## src/verilog/ums_map.svh

```systemverilog
`ifndef UMS_MAP_SVH
`define UMS_MAP_SVH

`define UMS_CTRL_OFF 8'h00
`define UMS_STAT_OFF 8'h04

`define UMS_CTRL_DTR 0
`define UMS_CTRL_RTS 1
`define UMS_CTRL_AUX1 2
`define UMS_CTRL_AUX2 3
`define UMS_CTRL_LOOP 4
`define UMS_CTRL_FLOW 5
`define UMS_CTRL_MASK 8'h3F
`define UMS_CTRL_RST 8'h00

`define UMS_PINS_IDLE 4'hF
`define UMS_RING_IDX 2
`define UMS_CTS_IDX 0

`define UMS_RESP_OKAY 2'h0
`define UMS_RESP_SLVERR 2'h2

`endif

```

## src/verilog/ums_pkg.sv

```systemverilog
`default_nettype none
package ums_pkg;

  typedef struct packed {
    logic aw_got;
    logic [7:0] aw_addr;
    logic w_got;
    logic [31:0] w_data;
    logic [3:0] w_strb;
    logic bvalid;
    logic [1:0] bresp;
    logic rvalid;
    logic [31:0] rdata;
    logic [1:0] rresp;
    logic [7:0] ctrl;
    logic [3:0] prev;
    logic primed;
    logic [3:0] chg;
    logic tx_halt;
    logic [3:0] pins_n;
  } ums_state_t;

  typedef struct packed {
    logic [3:0] s1;
    logic [3:0] s2;
  } ums_sync_t;

endpackage
`default_nettype wire

```

## src/verilog/ums_modem_status.sv

```systemverilog
// Chosen here: the register offsets and register access over AXI4-Lite.
`timescale 1ns/100ps
`default_nettype none
`include "ums_map.svh"
module ums_modem_status
  import ums_pkg::*;
(
  // Clock and reset
  input wire logic aclk,
  input wire logic aresetn,
  // AXI4-Lite write address and data
  input wire logic [7:0] awaddr,
  input wire logic awvalid,
  output logic awready,
  input wire logic [31:0] wdata,
  input wire logic [3:0] wstrb,
  input wire logic wvalid,
  output logic wready,
  // AXI4-Lite write response
  output logic [1:0] bresp,
  output logic bvalid,
  input wire logic bready,
  // AXI4-Lite read
  input wire logic [7:0] araddr,
  input wire logic arvalid,
  output logic arready,
  output logic [31:0] rdata,
  output logic [1:0] rresp,
  output logic rvalid,
  input wire logic rready,
  // Modem handshake inputs, active low
  input wire logic cd_n,
  input wire logic ri_n,
  input wire logic dsr_n,
  input wire logic cts_n,
  // Modem control outputs, active low
  output logic dtr_n,
  output logic rts_n,
  output logic aux_output_one_n,
  output logic aux_output_two_n,
  // Transmitter coupling
  input wire logic tx_busy,
  output logic tx_enable,
  // Modem status interrupt
  output logic modem_irq
);

  ums_state_t s_q;
  ums_state_t s_d;
  logic [3:0] pin_sync;
  logic [3:0] sel;
  logic [3:0] evt;
  logic [7:0] modem_status_reg;
  logic loop_mode;
  logic rd_take;
  logic rd_clr;

  // Order of the 4-bit vectors: [3] carrier, [2] ring, [1] DSR, [0] CTS
  ums_sync u_sync (
    .aclk(aclk),
    .din({cd_n, ri_n, dsr_n, cts_n}),
    .dout(pin_sync)
  );

  assign loop_mode = s_q.ctrl[`UMS_CTRL_LOOP];

  // Loopback feeds the control bits straight back as active-high status
  assign sel = loop_mode ?
    {s_q.ctrl[`UMS_CTRL_AUX2], s_q.ctrl[`UMS_CTRL_AUX1], s_q.ctrl[`UMS_CTRL_DTR], s_q.ctrl[`UMS_CTRL_RTS]} :
    ~pin_sync;

  // First cycle after reset only loads the previous sample, so no false change
  genvar gi;
  generate
    for (gi = 0; gi < 4; gi++) begin : g_evt
      if (gi == `UMS_RING_IDX) begin : g_ring
        // Pin rising 0->1 is the active-high status falling
        assign evt[gi] = s_q.primed & s_q.prev[gi] & ~sel[gi];
      end else begin : g_any
        assign evt[gi] = s_q.primed & (s_q.prev[gi] ^ sel[gi]);
      end
    end
  endgenerate

  assign modem_status_reg = {sel, s_q.chg};

  assign awready = !s_q.aw_got && !s_q.bvalid;
  assign wready = !s_q.w_got && !s_q.bvalid;
  assign arready = !s_q.rvalid;
  assign rd_take = arvalid && arready;
  assign rd_clr = rd_take && (araddr == `UMS_STAT_OFF);

  always_comb begin
    s_d = s_q;
    // Write channel: address and data accepted in either order
    if (awvalid && awready) begin
      s_d.aw_got = 1'b1;
      s_d.aw_addr = awaddr;
    end
    if (wvalid && wready) begin
      s_d.w_got = 1'b1;
      s_d.w_data = wdata;
      s_d.w_strb = wstrb;
    end
    if (s_q.aw_got && s_q.w_got) begin
      s_d.aw_got = 1'b0;
      s_d.w_got = 1'b0;
      s_d.bvalid = 1'b1;
      s_d.bresp = `UMS_RESP_OKAY;
      if (s_q.aw_addr == `UMS_CTRL_OFF) begin
        if (s_q.w_strb[0]) begin
          s_d.ctrl = s_q.w_data[7:0] & `UMS_CTRL_MASK;
        end
      end else if (s_q.aw_addr != `UMS_STAT_OFF) begin
        s_d.bresp = `UMS_RESP_SLVERR;
      end
    end else if (s_q.bvalid && bready) begin
      s_d.bvalid = 1'b0;
    end
    // Read channel: data captured at address acceptance
    if (rd_take) begin
      s_d.rvalid = 1'b1;
      s_d.rresp = `UMS_RESP_OKAY;
      case (araddr)
        `UMS_CTRL_OFF: s_d.rdata = {24'h000000, s_q.ctrl};
        `UMS_STAT_OFF: s_d.rdata = {24'h000000, modem_status_reg};
        default: begin
          s_d.rdata = 32'h00000000;
          s_d.rresp = `UMS_RESP_SLVERR;
        end
      endcase
    end else if (s_q.rvalid && rready) begin
      s_d.rvalid = 1'b0;
    end
    // A change in the clearing cycle survives: set wins over clear
    s_d.chg = (s_q.chg & ~{4{rd_clr}}) | evt;
    s_d.prev = sel;
    s_d.primed = 1'b1;
    // Halt decision only moves between characters, so none is cut short
    if (!tx_busy) begin
      s_d.tx_halt = s_q.ctrl[`UMS_CTRL_FLOW] & ~sel[`UMS_CTS_IDX];
    end
    // Outputs park inactive in loopback, as the bits are looped back inside
    s_d.pins_n = loop_mode ? `UMS_PINS_IDLE :
      ~{s_q.ctrl[`UMS_CTRL_AUX2], s_q.ctrl[`UMS_CTRL_AUX1], s_q.ctrl[`UMS_CTRL_RTS], s_q.ctrl[`UMS_CTRL_DTR]};
    if (!aresetn) begin
      s_d = '0;
      s_d.ctrl = `UMS_CTRL_RST;
      s_d.pins_n = `UMS_PINS_IDLE;
    end
  end

  always_ff @(posedge aclk) begin
    s_q <= s_d;
  end

  assign bvalid = s_q.bvalid;
  assign bresp = s_q.bresp;
  assign rvalid = s_q.rvalid;
  assign rdata = s_q.rdata;
  assign rresp = s_q.rresp;
  assign aux_output_two_n = s_q.pins_n[3];
  assign aux_output_one_n = s_q.pins_n[2];
  assign rts_n = s_q.pins_n[1];
  assign dtr_n = s_q.pins_n[0];
  assign tx_enable = !s_q.tx_halt;
  assign modem_irq = |s_q.chg;

  // Status upper bits: pin complement, or the control bit in loopback
  a_carrier_status: assert property (@(posedge aclk) disable iff (!aresetn)
    modem_status_reg[7] == (loop_mode ? s_q.ctrl[`UMS_CTRL_AUX2] : ~pin_sync[3]))
    else $error("carrier status bit wrong");

  a_ring_status: assert property (@(posedge aclk) disable iff (!aresetn)
    modem_status_reg[6] == (loop_mode ? s_q.ctrl[`UMS_CTRL_AUX1] : ~pin_sync[2]))
    else $error("ring status bit wrong");

  a_dsr_status: assert property (@(posedge aclk) disable iff (!aresetn)
    modem_status_reg[5] == (loop_mode ? s_q.ctrl[`UMS_CTRL_DTR] : ~pin_sync[1]))
    else $error("DSR status bit wrong");

  a_cts_status: assert property (@(posedge aclk) disable iff (!aresetn)
    modem_status_reg[4] == (loop_mode ? s_q.ctrl[`UMS_CTRL_RTS] : ~pin_sync[0]))
    else $error("CTS status bit wrong");

  // Transmit flow control
  a_flow_off: assert property (@(posedge aclk) disable iff (!aresetn)
    (!s_q.ctrl[`UMS_CTRL_FLOW] && !tx_busy) |=> tx_enable)
    else $error("transmit held without flow control");

  a_flow_no_cut: assert property (@(posedge aclk) disable iff (!aresetn)
    (tx_busy && tx_enable) |=> tx_enable)
    else $error("transmit halted mid character");

  a_flow_halt: assert property (@(posedge aclk) disable iff (!aresetn)
    (s_q.ctrl[`UMS_CTRL_FLOW] && !sel[`UMS_CTS_IDX] && !tx_busy) |=> !tx_enable)
    else $error("transmit not halted by inactive CTS");

  a_halt_frozen: assert property (@(posedge aclk) disable iff (!aresetn)
    tx_busy |=> $stable(tx_enable))
    else $error("halt decision moved during a character");

  // Change bits and the interrupt they raise
  a_change_set: assert property (@(posedge aclk) disable iff (!aresetn)
    (s_q.primed && (s_q.prev[3] != sel[3])) |=> s_q.chg[3])
    else $error("carrier change not flagged");

  a_dsr_change: assert property (@(posedge aclk) disable iff (!aresetn)
    (s_q.primed && (s_q.prev[1] != sel[1])) |=> s_q.chg[1])
    else $error("DSR change not flagged");

  a_cts_change: assert property (@(posedge aclk) disable iff (!aresetn)
    (s_q.primed && (s_q.prev[0] != sel[0])) |=> s_q.chg[0])
    else $error("CTS change not flagged");

  a_ring_fall: assert property (@(posedge aclk) disable iff (!aresetn)
    (!s_q.chg[2] && !(s_q.prev[2] && !sel[2])) |=> !s_q.chg[2])
    else $error("ring flag set without rising pin");

  a_ring_rise: assert property (@(posedge aclk) disable iff (!aresetn)
    (s_q.primed && s_q.prev[2] && !sel[2]) |=> s_q.chg[2])
    else $error("ring rise not flagged");

  a_irq_level: assert property (@(posedge aclk) disable iff (!aresetn)
    modem_irq == (s_q.chg != 4'h0))
    else $error("interrupt does not match change bits");

  a_read_clear: assert property (@(posedge aclk) disable iff (!aresetn)
    (rd_clr && (evt == 4'h0)) |=> (s_q.chg == 4'h0) ##0 s_q.rvalid)
    else $error("status read did not clear change bits");

  a_reset_zero: assert property (@(posedge aclk)
    !aresetn |=> (s_q.chg == 4'h0 && !modem_irq))
    else $error("change bits not zero after reset");

  a_once_flag: assert property (@(posedge aclk) disable iff (!aresetn)
    (s_q.primed && s_q.prev[0] == sel[0] && !s_q.chg[0]) |=> !s_q.chg[0])
    else $error("CTS change flagged without a transition");

  a_first_quiet: assert property (@(posedge aclk) disable iff (!aresetn)
    !s_q.primed |=> (s_q.chg == 4'h0))
    else $error("change flagged on the first cycle after reset");

  // Register bus: answers stand until taken, channels stall while busy
  a_bvalid_hold: assert property (@(posedge aclk) disable iff (!aresetn)
    (bvalid && !bready) |=> (bvalid && $stable(bresp)))
    else $error("write response dropped before it was taken");

  a_rvalid_hold: assert property (@(posedge aclk) disable iff (!aresetn)
    (rvalid && !rready) |=> (rvalid && $stable(rdata) && $stable(rresp)))
    else $error("read data dropped before it was taken");

  a_aw_block: assert property (@(posedge aclk) disable iff (!aresetn)
    bvalid |-> (!awready && !wready))
    else $error("write channel open while a response waits");

  a_ar_block: assert property (@(posedge aclk) disable iff (!aresetn)
    rvalid |-> !arready)
    else $error("read channel open while data waits");

  a_bresp_after: assert property (@(posedge aclk) disable iff (!aresetn)
    (s_q.aw_got && s_q.w_got) |=> bvalid)
    else $error("no write response after address and data");

  a_read_answer: assert property (@(posedge aclk) disable iff (!aresetn)
    (arvalid && arready) |=> rvalid)
    else $error("no read data after the address was taken");

  a_bad_write: assert property (@(posedge aclk) disable iff (!aresetn)
    (s_q.aw_got && s_q.w_got && s_q.aw_addr != `UMS_CTRL_OFF && s_q.aw_addr != `UMS_STAT_OFF) |=>
    (bresp == `UMS_RESP_SLVERR))
    else $error("unmapped write not refused");

  a_bad_read: assert property (@(posedge aclk) disable iff (!aresetn)
    (arvalid && arready && araddr != `UMS_CTRL_OFF && araddr != `UMS_STAT_OFF) |=>
    (rresp == `UMS_RESP_SLVERR && rdata == 32'h00000000))
    else $error("unmapped read not refused");

  a_rdata_upper: assert property (@(posedge aclk) disable iff (!aresetn)
    rvalid |-> (rdata[31:8] == 24'h000000))
    else $error("read data upper bits not zero");

  a_ctrl_lands: assert property (@(posedge aclk) disable iff (!aresetn)
    (s_q.aw_got && s_q.w_got && s_q.aw_addr == `UMS_CTRL_OFF && s_q.w_strb[0]) |=>
    (s_q.ctrl == ($past(s_q.w_data[7:0]) & `UMS_CTRL_MASK)))
    else $error("control write did not land");

  // Modem control outputs: active low copies, parked in loopback
  a_loop_idle: assert property (@(posedge aclk) disable iff (!aresetn)
    loop_mode |=> ({aux_output_two_n, aux_output_one_n, rts_n, dtr_n} == `UMS_PINS_IDLE))
    else $error("control outputs driven in loopback");

  a_dtr_drive: assert property (@(posedge aclk) disable iff (!aresetn)
    !loop_mode |=> (dtr_n == !$past(s_q.ctrl[`UMS_CTRL_DTR])))
    else $error("DTR output does not follow its bit");

  a_rts_drive: assert property (@(posedge aclk) disable iff (!aresetn)
    !loop_mode |=> (rts_n == !$past(s_q.ctrl[`UMS_CTRL_RTS])))
    else $error("RTS output does not follow its bit");

  a_aux_one_drive: assert property (@(posedge aclk) disable iff (!aresetn)
    !loop_mode |=> (aux_output_one_n == !$past(s_q.ctrl[`UMS_CTRL_AUX1])))
    else $error("first aux output does not follow its bit");

  a_aux_two_drive: assert property (@(posedge aclk) disable iff (!aresetn)
    !loop_mode |=> (aux_output_two_n == !$past(s_q.ctrl[`UMS_CTRL_AUX2])))
    else $error("second aux output does not follow its bit");

endmodule
`default_nettype wire

```

## src/verilog/ums_sync.sv

```systemverilog
`timescale 1ns/100ps
`default_nettype none
module ums_sync
  import ums_pkg::*;
(
  // Clock
  input wire logic aclk,
  // Pin levels in, synchronized levels out
  input wire logic [3:0] din,
  output logic [3:0] dout
);

  ums_sync_t s_q;
  ums_sync_t s_d;

  // No reset: the status upper bits must follow the pins even while reset is held
  always_comb begin
    s_d = s_q;
    s_d.s1 = din;
    s_d.s2 = s_q.s1;
  end

  always_ff @(posedge aclk) begin
    s_q <= s_d;
  end

  assign dout = s_q.s2;

endmodule
`default_nettype wire

```

## config.mk

```make
export PLATFORM = sky130hd
export DESIGN_NAME = ums_modem_status
export DESIGN_NICKNAME = d
export VERILOG_FILES = /design/src/verilog/ums_pkg.sv /design/src/verilog/ums_modem_status.sv /design/src/verilog/ums_sync.sv
export VERILOG_INCLUDE_DIRS = /design/src /design/src/verilog
export SDC_FILE = /design/constraint.sdc
export NUM_CORES = 1
export LEC_CHECK = 0
export BUFFER_PORTS_ARGS = -buffer_cell sky130_fd_sc_hd__buf_2
export CAP_MARGIN = 25
export CORE_MARGIN = 2
export CORE_UTILIZATION = 38
export DETAILED_ROUTE_END_ITERATION = 12
export MAX_ROUTING_LAYER = met4
export PLACE_DENSITY_LB_ADDON = 0.3
export REMOVE_ABC_BUFFERS = 1
export SETUP_SLACK_MARGIN = 0.3
export SLEW_MARGIN = 15
export SYNTH_ARGS = -nofsm -noshare
export SYNTH_HDL_FRONTEND = slang
export SYNTH_HIERARCHICAL = 1
export SYNTH_SLANG_ARGS = --single-unit
```

## constraint.sdc

```tcl
create_clock -name aclk -period 2.3 [get_ports aclk]
set_input_delay 0.23 -clock aclk [delete_from_list [all_inputs] [get_ports aclk]]
set_output_delay 0.23 -clock aclk [all_outputs]
set_load 0.005 [all_outputs]
```

==> summary.md <==
| Metric | Value |
|---|---|
| Status | completed |
| TritonRoute pass-1 iters | 4 |
| DP Worst Slack | 0.6733 ns |
| P per Cell Area | 811.9 nW/um^2 |
| DRC Markers | 0 |
| Antenna diodes | 0 |
| Peak VDD IR | 0.3708 mV |
| Core Util, Final | 0.4555 |
| R2R Setup Slk | 0.71 ns |
| Syn. warnings | 6 |
| Critical path's slowest cell | nand4_1 |
| 1st-iter DRT viols | 32 |
| Layout cells sized above 1 | 0.2533 |
| Largest net degree at the start of global routing | 23 |
| Worst-Skew Late Latency | 0.33 ns |
| Hold Path Class | in -> reg |
| Hold depth | 1 |
| Final period util | 0.6925 |
| Root Driver | clkbuf_8 |
| DR WL/cell | 10.63 um |
| Tmin final | 1.593 ns |
| CTS tree | done |
| Synth cell types | 32 |
| R2r endpoint | s_q[17] |
| First-pass GRT wire length | 6527 um |
| Die width | 81.20 um |
| RSZ-0062 raised after global routing | no |
| R2R cell count | 4 |
| Seq/Total Area, Yosys | 0.5039 |
| Die area | 6593 um^2 |
| Setup CP Type | reg -> reg |
| Leakage | 0.001186 uW |
| Reg with most FFs | s_q |
| # nets final | 363 |
| Clk buf depth | 2 |
| H-tree depth | 3 |
| Multi-input logic area | 864.6 um^2 |
| # setup viols final | 0 |
| Crit-path cells | nor4_1, nand4_1, nand3_1, o21ai_0 |
| Setup Total Neg Slack | 0 ns |
| Post-synth EDFFs | 0 |
| Fmax | 627.9 MHz |
| Post-cts resize count | 0 |
| All-layer global routing usage | 0.1385 |
| Die Y | 81.20 um |
| Row count | 28 |
| Fill cells | 609 |
| Worst path arrival time | 1.80 ns |
| Slew Limit Fails | 0 |
| Fin. Hold Viols | 0 |
| Synth Flop Type | dfxtp_1 |
| Gr ovfl total | 0 |
| Worst setup EP type | flop |
| Post-route ant nets | 0 |
| Initial antenna violation count | 0 |
| Clk slew on worst S/H paths | 0.06 ns |
| # port buffers | 55 |
| Vias in the first global route | 1,525 |
| RR Startpoint | s_q[100] |
| Storage cell area | 1141 um^2 |
| Placed cell area | 2424 um^2 |
| Startpoint Class | flop |
| Crit path max-delay family | simple AND/OR/NAND/NOR gates |
| Hpwl dp | 2916 um |
| Area Growth Syn to Fin | 17.68% |
| Yosys reg bits | 57 |
| Crit-path max cell delay | 0.43 ns |
| Worst-margin pin slew | 0.5552 ns |
| Max reg flops | 28 |
| GPL Wtd Cong | 0.7947 |
| Core Region | 5851 um^2 |
| Total number of vias | 1,652 |
| Initial Util | 0.3871 |
| Mapped Avg Cell Area | 9.095 um^2 |
| Worst path bufs/invs | 0 |
| Crit-path max FO | 12 |
| Io pins | 111 |
| Worst Slack Setup Final | 0.7073 ns |
| Clock sinks | 57 |
| Gate Count Post-Synth | 249 |
| Hold Crit Start | cts_n |
| Post-Route WL | 4029 um |
| MaxCap Viol Count | 0 |
| Via/cell ratio | 4.359 |
| Rel. slew slack | 0.6298 |
| Async SR Flop Fraction | 0 |
| Critical Path Stages | 4 |
| Sink of the worst hold path | u_sync/s_d[0] |
| Cell area after layout | 2665 um^2 |
| Total power | 2164 uW |
| Setup Skew | 0.005155 ns |
| Data required time at the worst endpoint | 2.50 ns |
| Synthesized area | 2265 um^2 |
| TritonCTS buffer count | 9 |
## cell type report
class,instances,share of cell area
Sequential cell,57,0.4282
Multi-Input combinational cell,161,0.3244
Inverter,11,0.01549
Clock inverter,1,0.001878
Clock buffer,15,0.07746
Tap cell,75,0.03521
Timing Repair Buffer,59,0.1174
## worst reg2reg max path: stages (launching register included)
cell,delay (ns)
dfxtp_1,0.31
nor4_1,0.42
nand4_1,0.43
nand3_1,0.21
o21ai_0,0.09
## metrics by stage
stage | instances | hold slack, ns
finish | 379 | 0.01324
global route | 379 | 0.001086
CTS | 379 | 0.0009550
detailed placement | 360 | 0.3121
global placement | 360 | 0.3136
floorplan | 229 | 0.2577
## Yosys cell counts (3+ instances only)
cell | count | area (um^2)
clkbuf_1 | 5 | 18.77
nand2_1 | 39 | 146.4
inv_1 | 10 | 37.54
o21ai_1 | 6 | 30.03
o21ai_0 | 8 | 40.04
nand3_1 | 7 | 35.03
xor2_1 | 3 | 26.28
dfxtp_1 | 57 | 1141
buf_4 | 37 | 277.8
nor2_1 | 15 | 56.30
a22o_1 | 3 | 26.28
mux2i_1 | 16 | 160.2
a21oi_1 | 15 | 75.07
and2_1 | 5 | 31.28
buf_2 | 3 | 15.01
## cell usage in the layout, fill, tap and decap left out, types with 8 or more instances in the layout
master / n
dfxtp_1: 57
buf_2: 55
nand2_1: 39
conb_1: 26
mux2i_1: 16
nor2_1: 15
a21oi_1: 15
clkbuf_8: 15
inv_1: 10
o21ai_0: 8
## report_power, final
group | switching [uW] | internal [uW]
Combinational | 96.3 | 79.3
Sequential | 22.3 | 1030
Clock | 368 | 566
Total | 486 | 1680
## worst max path at each step
stage	startpoint	end
6_report	s_q[100]	s_q[17]
4_1_cts	s_q[100]	s_q[17]
3_5_place_dp	araddr[1]	modem_status_reg[3]
3_3_place_gp	araddr[1]	modem_status_reg[1]
5_1_grt	s_q[100]	loop_mode
2_1_floorplan	araddr[1]	modem_status_reg[0]
## metal layers
layer / global-route usage / wire length, um / up-vias
met5: - / 0 / -
met4: 0.08644 / 63 / 0
met3: 0.04000 / 249 / 9
met2: 0.2140 / 1872 / 55
met1: 0.1578 / 1842 / 730
li1: - / - / 858
## logic make-up after synthesis
family          Yosys count  synth area share
simple gates             80            0.1658
buf+inv                  56            0.1558
flops                    57            0.5039
xor+xnor                  3           0.01160
other cells               1          0.001656
mux                      16           0.07072
compound gates           36           0.09061
## timing repair
action,in CTS,in global routing
setup buffers,0,0
endpoints found under the hold margin,3,0
hold buffers,3,0
Note: power is estimated with default switching activity, not from simulation.
